`src/rtl/dsgsr_pkg.sv`:
```
`default_nettype none
package dsgsr_pkg;
  // register byte offsets
  localparam logic [11:0] OFF_SOFT_RESET_0 = 12'h040;
  localparam logic [11:0] OFF_DEEP_GATE_2 = 12'h128;
  localparam logic [11:0] OFF_RUN_GATE_2 = 12'h108;
  localparam logic [11:0] OFF_SLEEP_GATE_2 = 12'h118;
  localparam logic [11:0] OFF_RUN_CLOCK_CONFIG = 12'h060;
  localparam logic [11:0] OFF_POWER_MODE = 12'h200;
  localparam logic [11:0] OFF_IRQ_STATUS = 12'h204;
  localparam logic [11:0] OFF_IRQ_MASK = 12'h208;
  localparam logic [11:0] OFF_FAULT_ADDR = 12'h20c;
  // writable bits: usb 16, micro-dma 13, ports h..a 7..0
  localparam logic [31:0] GATE_WMASK = 32'h0001_20ff;
  // can 24, converter 16, hibernation 6, watchdog 3
  localparam logic [31:0] SRST_WMASK = 32'h0101_0048;
  localparam logic [31:0] RESET_ZERO = 32'h0000_0000;
  localparam int AUTO_GATING_BIT = 27;
  localparam logic [31:0] RCC_WMASK = 32'h0800_0000;
  localparam int IRQ_FAULT_BIT = 0;
  localparam int IRQ_MODE_BIT = 1;
  localparam int IRQ_BITS = 2;
  localparam int GATE_UNITS = 10;
  // unit index order: ports a..h, then micro-dma, then usb
  localparam int PORT_UNITS = 8;
  localparam int DMA_UNIT = 8;
  localparam int DMA_GATE_POS = 13;
  localparam int USB_GATE_POS = 16;
  // held reset control positions in the soft reset word
  localparam int CAN_RESET_POS = 24;
  localparam int CONV_RESET_POS = 16;
  localparam int HIB_RESET_POS = 6;
  localparam int WDOG_RESET_POS = 3;
  typedef enum logic [1:0] {
    DSGSR_RUN = 2'h0,
    DSGSR_SLEEP = 2'h1,
    DSGSR_DEEP = 2'h2
  } dsgsr_mode_type;
  typedef enum logic [2:0] {
    DSGSR_IDLE = 3'h1,
    DSGSR_ACK = 3'h2,
    DSGSR_ERR = 3'h4
  } dsgsr_bus_state_type;
  // unit index to gate bit position
  function automatic int gate_bit_pos(input int unit);
    if (unit < PORT_UNITS) begin
      gate_bit_pos = unit;
    end else if (unit == DMA_UNIT) begin
      gate_bit_pos = DMA_GATE_POS;
    end else begin
      gate_bit_pos = USB_GATE_POS;
    end
  endfunction
endpackage
`default_nettype wire

```
`src/rtl/dsgsr_reg_if.sv`:
```
`default_nettype none
interface dsgsr_reg_if;
  logic wrEn;
  logic [11:0] addr;
  logic [31:0] wrData;
  logic [3:0] sel;
  logic [31:0] rdData;
  logic hit;
  modport master (output wrEn, addr, wrData, sel, input rdData, hit);
  modport slave (input wrEn, addr, wrData, sel, output rdData, hit);
endinterface
`default_nettype wire

```
`src/rtl/dsgsr_masked_reg.sv`:
```
`default_nettype none
module dsgsr_masked_reg
  import dsgsr_pkg::*;
#(
  parameter logic [11:0] OFFSET = 12'h000,
  parameter logic [31:0] WMASK = 32'hffff_ffff
) (
  input wire logic clk, // system clock
  input wire logic nrst, // sync reset, low
  input wire logic [31:0] capMask, // extra write mask
  dsgsr_reg_if.slave bus, // register access
  output logic [31:0] value // stored value
);
  wire selected = (bus.addr == OFFSET);
  wire [31:0] laneMask = {{8{bus.sel[3]}}, {8{bus.sel[2]}}, {8{bus.sel[1]}}, {8{bus.sel[0]}}};
  wire [31:0] wMask = WMASK & capMask & laneMask;
  wire [31:0] next_value = (value & ~wMask) | (bus.wrData & wMask);
  assign bus.hit = selected;
  assign bus.rdData = selected ? value : RESET_ZERO;
  // reserved bits never store, so they read zero
  always_ff @(posedge clk) begin
    if (!nrst) begin
      value <= RESET_ZERO;
    end else if (bus.wrEn && selected) begin
      value <= next_value;
    end
  end
endmodule
`default_nettype wire

```
`src/rtl/dsgsr_top.sv`:
```
// Function
// - gate bit one clocks unit, zero stops
// - access to gated unit gives a fault pulse on unitFault
// - deep-sleep gating register resets to zero
// - run, sleep, deep-sleep registers apply per mode only with auto gating
// - sleep registers used only with auto gating
// - bit 16 usb, bit 13 micro-dma
// - bits 7..0 gate ports h..a
// - reserved bits read zero, stay unchanged
// - reset writes masked by capability bits
// - bit 24 can, bit 16 converter
// - bit 6 hibernation, bit 3 watchdog
// - soft reset register resets to zero
`default_nettype none
module dsgsr_top
  import dsgsr_pkg::*;
(
  input wire logic clk, // 40 MHz system clock
  input wire logic nrst, // sync reset, low
  input wire logic wb_cyc_i, // wishbone cycle
  input wire logic wb_stb_i, // wishbone strobe
  input wire logic wb_we_i, // write enable
  input wire logic [11:0] wb_adr_i, // byte address
  input wire logic [3:0] wb_sel_i, // byte lanes
  input wire logic [31:0] wb_dat_i, // write data
  output logic [31:0] wb_dat_o, // read data
  output logic wb_ack_o, // normal completion
  output logic wb_err_o, // bus fault
  input wire logic [31:0] capability_word_1, // unit capability bits
  input wire logic [GATE_UNITS-1:0] unitAccess, // access aimed at unit
  output logic [GATE_UNITS-1:0] unitFault, // fault pulse per unit
  output logic [GATE_UNITS-1:0] unitClockEn, // clock enable per unit
  output logic canUnitReset, // can held in reset
  output logic converterReset, // converter held in reset
  output logic hibernationReset, // hibernation held in reset
  output logic watchdogReset, // watchdog held in reset
  output logic irq // level interrupt
);
  // ==================================================
  // register bank
  dsgsr_reg_if srstIf();
  dsgsr_reg_if deepIf();
  dsgsr_reg_if runIf();
  dsgsr_reg_if sleepIf();
  dsgsr_reg_if rccIf();
  logic [31:0] peripheral_soft_reset_0;
  logic [31:0] deep_sleep_clock_gate_2;
  logic [31:0] run_clock_gate_2;
  logic [31:0] sleep_clock_gate_2;
  logic [31:0] run_clock_config;
  logic [1:0] powerMode;
  logic [IRQ_BITS-1:0] irqStatus;
  logic [IRQ_BITS-1:0] irqMask;
  logic [31:0] faultUnits;
  dsgsr_bus_state_type busState;
  wire reqValid = wb_cyc_i && wb_stb_i && (busState == DSGSR_IDLE);
  wire wrStrobe = reqValid && wb_we_i;
  wire [31:0] allOnes = 32'hffff_ffff;
  assign srstIf.wrEn = wrStrobe;
  assign srstIf.addr = wb_adr_i;
  assign srstIf.wrData = wb_dat_i;
  assign srstIf.sel = wb_sel_i;
  assign deepIf.wrEn = wrStrobe;
  assign deepIf.addr = wb_adr_i;
  assign deepIf.wrData = wb_dat_i;
  assign deepIf.sel = wb_sel_i;
  assign runIf.wrEn = wrStrobe;
  assign runIf.addr = wb_adr_i;
  assign runIf.wrData = wb_dat_i;
  assign runIf.sel = wb_sel_i;
  assign sleepIf.wrEn = wrStrobe;
  assign sleepIf.addr = wb_adr_i;
  assign sleepIf.wrData = wb_dat_i;
  assign sleepIf.sel = wb_sel_i;
  assign rccIf.wrEn = wrStrobe;
  assign rccIf.addr = wb_adr_i;
  assign rccIf.wrData = wb_dat_i;
  assign rccIf.sel = wb_sel_i;

  // capability word masks writes to the reset controls
  dsgsr_masked_reg #(.OFFSET(OFF_SOFT_RESET_0), .WMASK(SRST_WMASK)) srstReg (
    .clk(clk), .nrst(nrst), .capMask(capability_word_1),
    .bus(srstIf), .value(peripheral_soft_reset_0)
  );
  dsgsr_masked_reg #(.OFFSET(OFF_DEEP_GATE_2), .WMASK(GATE_WMASK)) deepReg (
    .clk(clk), .nrst(nrst), .capMask(allOnes),
    .bus(deepIf), .value(deep_sleep_clock_gate_2)
  );
  dsgsr_masked_reg #(.OFFSET(OFF_RUN_GATE_2), .WMASK(GATE_WMASK)) runReg (
    .clk(clk), .nrst(nrst), .capMask(allOnes),
    .bus(runIf), .value(run_clock_gate_2)
  );
  dsgsr_masked_reg #(.OFFSET(OFF_SLEEP_GATE_2), .WMASK(GATE_WMASK)) sleepReg (
    .clk(clk), .nrst(nrst), .capMask(allOnes),
    .bus(sleepIf), .value(sleep_clock_gate_2)
  );
  dsgsr_masked_reg #(.OFFSET(OFF_RUN_CLOCK_CONFIG), .WMASK(RCC_WMASK)) rccReg (
    .clk(clk), .nrst(nrst), .capMask(allOnes),
    .bus(rccIf), .value(run_clock_config)
  );

  // ==================================================
  // mode selection of the active gating word
  wire autoGating = run_clock_config[AUTO_GATING_BIT];
  wire [31:0] activeGate =
    !autoGating ? run_clock_gate_2 :
    (powerMode == DSGSR_DEEP) ? deep_sleep_clock_gate_2 :
    (powerMode == DSGSR_SLEEP) ? sleep_clock_gate_2 :
    run_clock_gate_2;

  // ==================================================
  // per-unit enables and faults
  logic [GATE_UNITS-1:0] faultNow;
  genvar u;
  generate
    for (u = 0; u < GATE_UNITS; u++) begin : gUnit
      always_ff @(posedge clk) begin
        if (!nrst) begin
          unitClockEn[u] <= 1'b0;
          unitFault[u] <= 1'b0;
        end else begin
          unitClockEn[u] <= activeGate[gate_bit_pos(u)];
          unitFault[u] <= faultNow[u];
        end
      end
      // judged against the enable the unit sees now, not the one coming next
      assign faultNow[u] = unitAccess[u] && !unitClockEn[u];
    end
  endgenerate
  wire anyFault = |faultNow;
  wire [31:0] faultWord = {{(32-GATE_UNITS){1'b0}}, faultNow};

  // held resets follow the register level
  always_ff @(posedge clk) begin
    if (!nrst) begin
      canUnitReset <= 1'b0;
      converterReset <= 1'b0;
      hibernationReset <= 1'b0;
      watchdogReset <= 1'b0;
    end else begin
      canUnitReset <= peripheral_soft_reset_0[CAN_RESET_POS];
      converterReset <= peripheral_soft_reset_0[CONV_RESET_POS];
      hibernationReset <= peripheral_soft_reset_0[HIB_RESET_POS];
      watchdogReset <= peripheral_soft_reset_0[WDOG_RESET_POS];
    end
  end

  // ==================================================
  // local control, status and interrupt registers
  wire selMode = (wb_adr_i == OFF_POWER_MODE);
  wire selStat = (wb_adr_i == OFF_IRQ_STATUS);
  wire selMask = (wb_adr_i == OFF_IRQ_MASK);
  wire selFault = (wb_adr_i == OFF_FAULT_ADDR);
  wire localHit = selMode || selStat || selMask || selFault;
  wire modeWrite = wrStrobe && selMode && wb_sel_i[0];
  wire [1:0] next_powerMode = (wb_dat_i[1:0] == 2'h3) ? powerMode : wb_dat_i[1:0];
  wire modeChange = modeWrite && (next_powerMode != powerMode);
  wire [IRQ_BITS-1:0] irqEvent = {modeChange, anyFault};
  wire [IRQ_BITS-1:0] irqClear = (wrStrobe && selStat && wb_sel_i[0]) ?
    wb_dat_i[IRQ_BITS-1:0] : {IRQ_BITS{1'b0}};
  // set wins over a clear in the same cycle
  wire [IRQ_BITS-1:0] next_irqStatus = (irqStatus & ~irqClear) | irqEvent;

  always_ff @(posedge clk) begin
    if (!nrst) begin
      powerMode <= DSGSR_RUN;
      irqStatus <= '0;
      irqMask <= '0;
      faultUnits <= RESET_ZERO;
    end else begin
      if (modeWrite) powerMode <= next_powerMode;
      irqStatus <= next_irqStatus;
      if (wrStrobe && selMask && wb_sel_i[0]) irqMask <= wb_dat_i[IRQ_BITS-1:0];
      if (anyFault) faultUnits <= faultWord;
    end
  end
  assign irq = |(irqStatus & irqMask);

  // ==================================================
  // wishbone answer: ack for mapped, err for unmapped
  wire regHit = srstIf.hit || deepIf.hit || runIf.hit || sleepIf.hit || rccIf.hit;
  wire [31:0] localData =
    selMode ? {30'h0, powerMode} :
    selStat ? {{(32-IRQ_BITS){1'b0}}, irqStatus} :
    selMask ? {{(32-IRQ_BITS){1'b0}}, irqMask} :
    selFault ? faultUnits : RESET_ZERO;
  wire [31:0] readMux = srstIf.rdData | deepIf.rdData | runIf.rdData |
    sleepIf.rdData | rccIf.rdData | localData;

  always_ff @(posedge clk) begin
    if (!nrst) begin
      busState <= DSGSR_IDLE;
      wb_dat_o <= RESET_ZERO;
    end else begin
      case (busState)
        DSGSR_IDLE: begin
          if (reqValid) begin
            busState <= (regHit || localHit) ? DSGSR_ACK : DSGSR_ERR;
            wb_dat_o <= wb_we_i ? RESET_ZERO : readMux;
          end
        end
        DSGSR_ACK: busState <= DSGSR_IDLE;
        DSGSR_ERR: busState <= DSGSR_IDLE;
        default: busState <= DSGSR_IDLE;
      endcase
    end
  end
  assign wb_ack_o = (busState == DSGSR_ACK);
  assign wb_err_o = (busState == DSGSR_ERR);
endmodule
`default_nettype wire

```
`config.mk`:
```
export PLATFORM = sky130hd
export DESIGN_NAME = dsgsr_top
export DESIGN_NICKNAME = d
export VERILOG_FILES = /design/src/rtl/dsgsr_pkg.sv /design/src/rtl/dsgsr_reg_if.sv /design/src/rtl/dsgsr_masked_reg.sv /design/src/rtl/dsgsr_top.sv
export SDC_FILE = /design/constraint.sdc
export NUM_CORES = 1
export LEC_CHECK = 0
export BUFFER_PORTS_ARGS = -buffer_cell sky130_fd_sc_hd__buf_2
export CORE_MARGIN = 8
export CORE_UTILIZATION = 45
export CTS_CLUSTER_DIAMETER = 80
export DETAILED_ROUTE_END_ITERATION = 6
export PLACE_DENSITY = 0.76
export SYNTH_ARGS = -nofsm -noshare
export SYNTH_HDL_FRONTEND = slang
export SYNTH_SLANG_ARGS = --single-unit
export TNS_END_PERCENT = 1
```
`constraint.sdc`:
```
create_clock -name clk -period 2 [get_ports clk]
set_input_delay 0.1 -clock clk [delete_from_list [all_inputs] [get_ports clk]]
set_output_delay 0.1 -clock clk [all_outputs]
set_load 0.05 [all_outputs]
```
==> results of run 1 <==
==> worst max path at each step <==
stage	from	endpoint
2_1_floorplan	busState[1]$_SDFFE_PN0N_	powerMode[0]$_SDFFE_PN0P_
3_3_place_gp	busState[1]$_SDFFE_PN0N_	powerMode[0]$_SDFFE_PN0P_
3_5_place_dp	busState[1]$_SDFFE_PN0N_	powerMode[0]$_SDFFE_PN0P_
4_1_cts	busState[1]$_SDFFE_PN0N_	powerMode[0]$_SDFFE_PN0P_
5_1_grt	busState[1]$_SDFFE_PN0N_	powerMode[0]$_SDFFE_PN0P_
6_report	busState[1]$_SDFFE_PN0N_	powerMode[0]$_SDFFE_PN0P_
==> cell type report <==
cell class              instances  share of cell area (%)
clock inverters                 7                    1.50
repair buffers                121                    14.2
inverters                      11                   0.813
clock buffers                   9                    2.44
multi-input cells             342                    42.0
well taps                     111                    2.74
flip-flops and latches         92                    36.3
==> repair_timing <==
action / 4_1_cts / 5_1_grt
gates resized for setup: 0 / 0
endpoints found under the hold margin: 11 / 0
hold buffers: 7 / 0
endpoints found under the setup margin: 0 / 0
==> cells in the final DEF (no fill, tap or decap), drive strengths merged, types with 16 or more instances in the layout <==
cell     n
buf    114
dfxtp   92
conb    18
nand2   28
a21oi   46
mux2i   24
nand3   41
inv     16
o21ai   39
nor2    19
==> cell families after synthesis <==
logic type,share of synthesized area (%)
multiplexers,6.78
AND/OR/NAND/NOR,20.9
buffers and inverters,7.64
flip-flops,43.8
AO/OA/AOI/OAI,20.8
other,0.0891
==> power by group <==
group	internal [W]	total [W]	leakage, nW	switching, W
clock	0.000500	0.00128	0.103	0.000778
combinational	0.000123	0.000420	1.26	0.000297
sequential	0.00186	0.00187	0.748	0.0000134
total	0.00248	0.00357	2.11	0.00109
==> stage by stage <==
step           setup slack, ns  instances  util [%]  setup TNS (ns)  cell area (um^2)
3_3_place_gp             0.158        670      52.5               0              4810
5_1_grt                 0.0250        693      55.5               0              5080
2_1_floorplan          -0.0202        496         -         -0.0202              4290
6_report                0.0964        693      55.5               0              5080
4_1_cts                 0.0945        693      55.5               0              5080
3_5_place_dp             0.129        670      52.5               0              4810
==> layer usage <==
layer	global-route usage, %	routed length (um)	vias up
li1	-	-	1912
met3	4.58	1040	28
met1	24.3	5340	1933
met2	30.8	5810	190
met4	8.90	292	0
met5	0	0	-
==> flow_summary.yaml, run 1 <==
clock_network:
  cts.path.max_buffers: 2
  tritoncts: "yes"
  cts_max_level: 3
  clkTransAtPathRegs_ns: 0.10
  root_buffer: "clkbuf_8"
  clock-sinks: 92
  cts_setup_buffers: 0
  cts_inserted_buffers: 9
  clk-insertion-delay-late_ns: 0.38
placed_design:
  detailed_place_hpwl_mm: 9.34
  place_congestion: 0.878
  portBuffers: 87
global_routing:
  grt_max_degree: 29
  grt_usage_pct: 19.4
  antenna_found_initial: 0
  grt_pass1_wl_mm: 19.8
  gr-total-overflow: 0
  grt_pass1_vias: 3869
route:
  vias: 4063
  drtAntennaViolNets: 0
  drc: 0
  wl_per_cell_um: 18.0
  routed_wl_mm: 12.5
  dr.pass1.iters: 5
  drt_iter0_drc: 395
  post_drt_via_cell_ratio: 5.86
final_layout:
  nNetsFinal: 672
  fillers: 838
  n_antenna_cell: 0
  regArea_um2: 1840
  drive_gt1_share_pct: 26.6
  area_delta_synth_final_pct: 20.6
  multi_input_area_um2: 2130
power:
  p_total_w: 0.00357
  peakVddDrop_mv: 0.305
  power_leakage_nw: 2.11
  power.density_nw_per_um2: 704
logic_synthesis:
  ys_warn_count: 0
  synthDistinctLibCells: 53
  synthTopCellsByArea: "dfxtp_1 (44%), mux2i_1 (5.7%), a21oi_1 (5.5%)"
  yosysMostFrequentCell: "dfxtp_1"
  yosysTopAreaCell: "dfxtp_1"
  synth-main-ff-cell: "dfxtp_1"
  synth_seq_cells: 92
  syn-cell-area_um2: 4210
  synth-edff-count: 0
  ys_seq_area_share_pct: 43.8
  yosysTopAreaCellShare_pct: 43.8
  synthCells: 479
  synth-async-reset-ratio_pct: 0
  syn_area_per_cell_um2: 8.79
  synthTopCellsByCount: "dfxtp_1 (92), a21oi_1 (46), nand3_1 (41), o21ai_0 (39), nand2_1 (28)"
floorplan:
  dieWidth_um: 113
  ios: 154
  initial_core_util_pct: 46.0
  die_y_um: 113
  core_um2: 9150
  rows: 35
  dieArea_um2: 12700
sta:
  finalSetupViolCount: 0
  period_share_pct: 95.2
  tightest_slew_ns: 0.600
  timing.fmax_mhz: 525
  skew_ns: 0.0105
  hold_violations: 0
  holdWs_ns: 0.00146
  slew_violations: 0
  relSlewSlack_pct: 59.4
  rsz0062_at_grt: "no"
  fin_crit_ns: 1.90
worst_hold_path:
  min_to: "unitFault[5]$_SDFF_PN0_"
  holdCritStartpoint: "unitAccess[5]"
  hold_path.class: "primary input to flop"
  min_path_cells: 2
worst_setup_path:
  critPathMaxFanout: 7
  crit_slowest_cell: "or3_4"
  worst-r2r-cell-count: 4
  endpoint_kind: "flop"
  worstPathArrival_ns: 2.21
  required_ns: 2.31
  rr_endpoint: "powerMode[0]$_SDFFE_PN0P_"
  reg2reg_from: "busState[1]$_SDFFE_PN0N_"
  worstSetupStartpointType: "flop"
  cp_cell_sequence: "or3b_1, or3_4, or4_4, a211oi_2"
  cpPeakStageDelay_ns: 0.44
  cp.depth: 4
  reg2reg_slack_ns: 0.1
  critical_path_class: "flop to flop"
  critical-path-top-delay-family: "simple AND/OR/NAND/NOR gates"
  crit_buf_inv: 0
outcome:
  outcome: "finished clean"
job:
  maxCapViolations: 0
Power figures use the tool's default switching activity.
==> inputs of run 2 (changes only) <==
--- a/config.mk
+++ b/config.mk
@@ -11,6 +11,7 @@
 export CTS_CLUSTER_DIAMETER = 80
 export DETAILED_ROUTE_END_ITERATION = 6
 export PLACE_DENSITY = 0.76
+export REMOVE_ABC_BUFFERS = 1
 export SYNTH_ARGS = -nofsm -noshare
 export SYNTH_HDL_FRONTEND = slang
 export SYNTH_SLANG_ARGS = --single-unit
==> run 2 against run 1 <==
Net effect: wire length increased by 2.7%; combinational power about the same; sequential cell count unchanged; final cell count increased by 0.14%; clock-buffer cell count increased by 2; sequential power about the same; first-iteration DRC count decreased by 38%; fmax decreased by 0.69%; critical path depth unchanged; die area unchanged.
==> flow_summary.yaml, run 2 (synthesis gave the netlist of run 1 again) <==
placed_design:
  detailed_place_hpwl_mm: 9.40
  portBuffers: 87
  placed_area_um2: 4840
  dp_slack_ns: 0.0573
  place_congestion: 0.887
worst_setup_path:
  worstPathArrival_ns: 2.19
  crit_slowest_cell: "or4_4"
  required_ns: 2.28
  critPathMaxFanout: 4
  cpPeakStageDelay_ns: 0.45
  endpoint_kind: "flop"
  cp_cell_sequence: "or3b_1, or3_4, or4_4, a211oi_2"
  critical_path_class: "flop to flop"
  worstSetupStartpointType: "flop"
power:
  power_leakage_nw: 2.11
  peakVddDrop_mv: 0.264
  power.density_nw_per_um2: 689
final_layout:
  regArea_um2: 1840
  stdcell_area_um2: 5070
  layout_common_cells: "dfxtp_1 (92), buf_2 (87), a21oi_1 (46)"
  n_antenna_cell: 0
  area_delta_synth_final_pct: 20.5
  multi_input_area_um2: 2130
  layout_commonest_cell: "dfxtp_1"
  nNetsFinal: 673
  drive_gt1_share_pct: 27.3
  fillers: 848
clock_network:
  clkTransAtPathRegs_ns: 0.09
  cts.path.max_buffers: 2
  cts_setup_buffers: 0
  cts_inserted_buffers: 9
  clk-insertion-delay-late_ns: 0.36
  root_buffer: "clkbuf_8"
  tritoncts: "yes"
  cts_max_level: 3
  clock-sinks: 92
route:
  drt_iter0_drc: 245
  post_drt_via_cell_ratio: 5.83
  drc: 0
  drtAntennaViolNets: 0
  wl_per_cell_um: 18.5
  dr.pass1.iters: 5
  vias: 4046
  routed_wl_mm: 12.8
floorplan:
  rows: 35
  dieArea_um2: 12700
  dieWidth_um: 113
  initial_core_util_pct: 46.0
  ios: 154
  core_um2: 9150
  die_y_um: 113
sta:
  relSlewSlack_pct: 45.6
  period_share_pct: 95.8
  timing.fmax_mhz: 522
  hold_violations: 0
  slew_violations: 0
  fin_crit_ns: 1.92
  skew_ns: 0.0136
  finalSetupViolCount: 0
  fin_ws_ns: 0.0831
  tightest_slew_ns: 0.815
  fin_setup_tns_ns: 0
  rsz0062_at_grt: "no"
job:
  maxCapViolations: 0
global_routing:
  grt_usage_pct: 20.0
  antenna_found_initial: 0
  gr-total-overflow: 0
  grt_pass1_wl_mm: 20.2
  grt_pass1_vias: 4015
  grt_max_degree: 47
worst_hold_path:
  hold_path.class: "primary input to flop"
outcome:
  outcome: "finished clean"
==> run 2: routing by layer <==
layer	up-vias	part of all wire [%]	global-route usage, %
met4	0	2.7	9.89
met1	1909	40	23.4
li1	1927	-	-
met2	181	48	33.6
met5	-	0	0
met3	29	8.5	4.63
==> run 2: final timing paths <==
kind,endpoint,slack [ns],startpoint,cells past startpoint
max,powerMode[0]$_SDFFE_PN0P_,0.08,busState[1]$_SDFFE_PN0N_,4
min,flop,0.01,wb_dat_i[2],3
max reg2reg,powerMode[0]$_SDFFE_PN0P_,0.08,busState[1]$_SDFFE_PN0N_,4
min reg2reg,wb_dat_o[8]$_SDFFE_PN0P_,0.46,wb_dat_o[8]$_SDFFE_PN0P_,2
==> run 2: cell type report <==
| type | instances | area share [%] |
|---|---|---|
| multi-input cells | 342 | 41.9 |
| flip-flops and latches | 92 | 36.3 |
| repair buffers | 122 | 14.4 |
| clock buffers | 11 | 2.98 |
| well taps | 111 | 2.74 |
| clock inverters | 5 | 0.839 |
| inverters | 11 | 0.814 |
==> run 2: metrics by stage <==
step | total power (W) | utilization [%] | cells | hold WS (ns)
2_1_floorplan | 0.00215 | - | 445 | 0.196
3_3_place_gp | 0.00232 | 52.9 | 675 | 0.353
3_5_place_dp | 0.00232 | 52.9 | 675 | 0.361
4_1_cts | 0.00351 | 55.4 | 694 | 0.00171
5_1_grt | 0.00362 | 55.4 | 694 | 0.00171
6_report | 0.00349 | 55.4 | 694 | 0.0104
==> run 2: what timing repair did <==
action                                  in CTS  in global routing
hold endpoints to repair                     3                  0
gates resized for setup                      0                  1
endpoints found under the setup margin       0                  2
hold buffers                                 3                  0
==> run 2: worst max-delay path, delay by kind of cell (launching register included) <==
kind,cells,cell delay (ns)
simple gates,3,1.29
flops,1,0.32
compound gates,1,0.22
==> run 2: where the power goes <==
part / internal (W) / leakage, nW / switching (W) / total [W]
combinational: 0.000120 / 1.27 / 0.000299 / 0.000419
clock: 0.000533 / 0.0965 / 0.000668 / 0.00120
sequential: 0.00186 / 0.748 / 0.0000132 / 0.00187
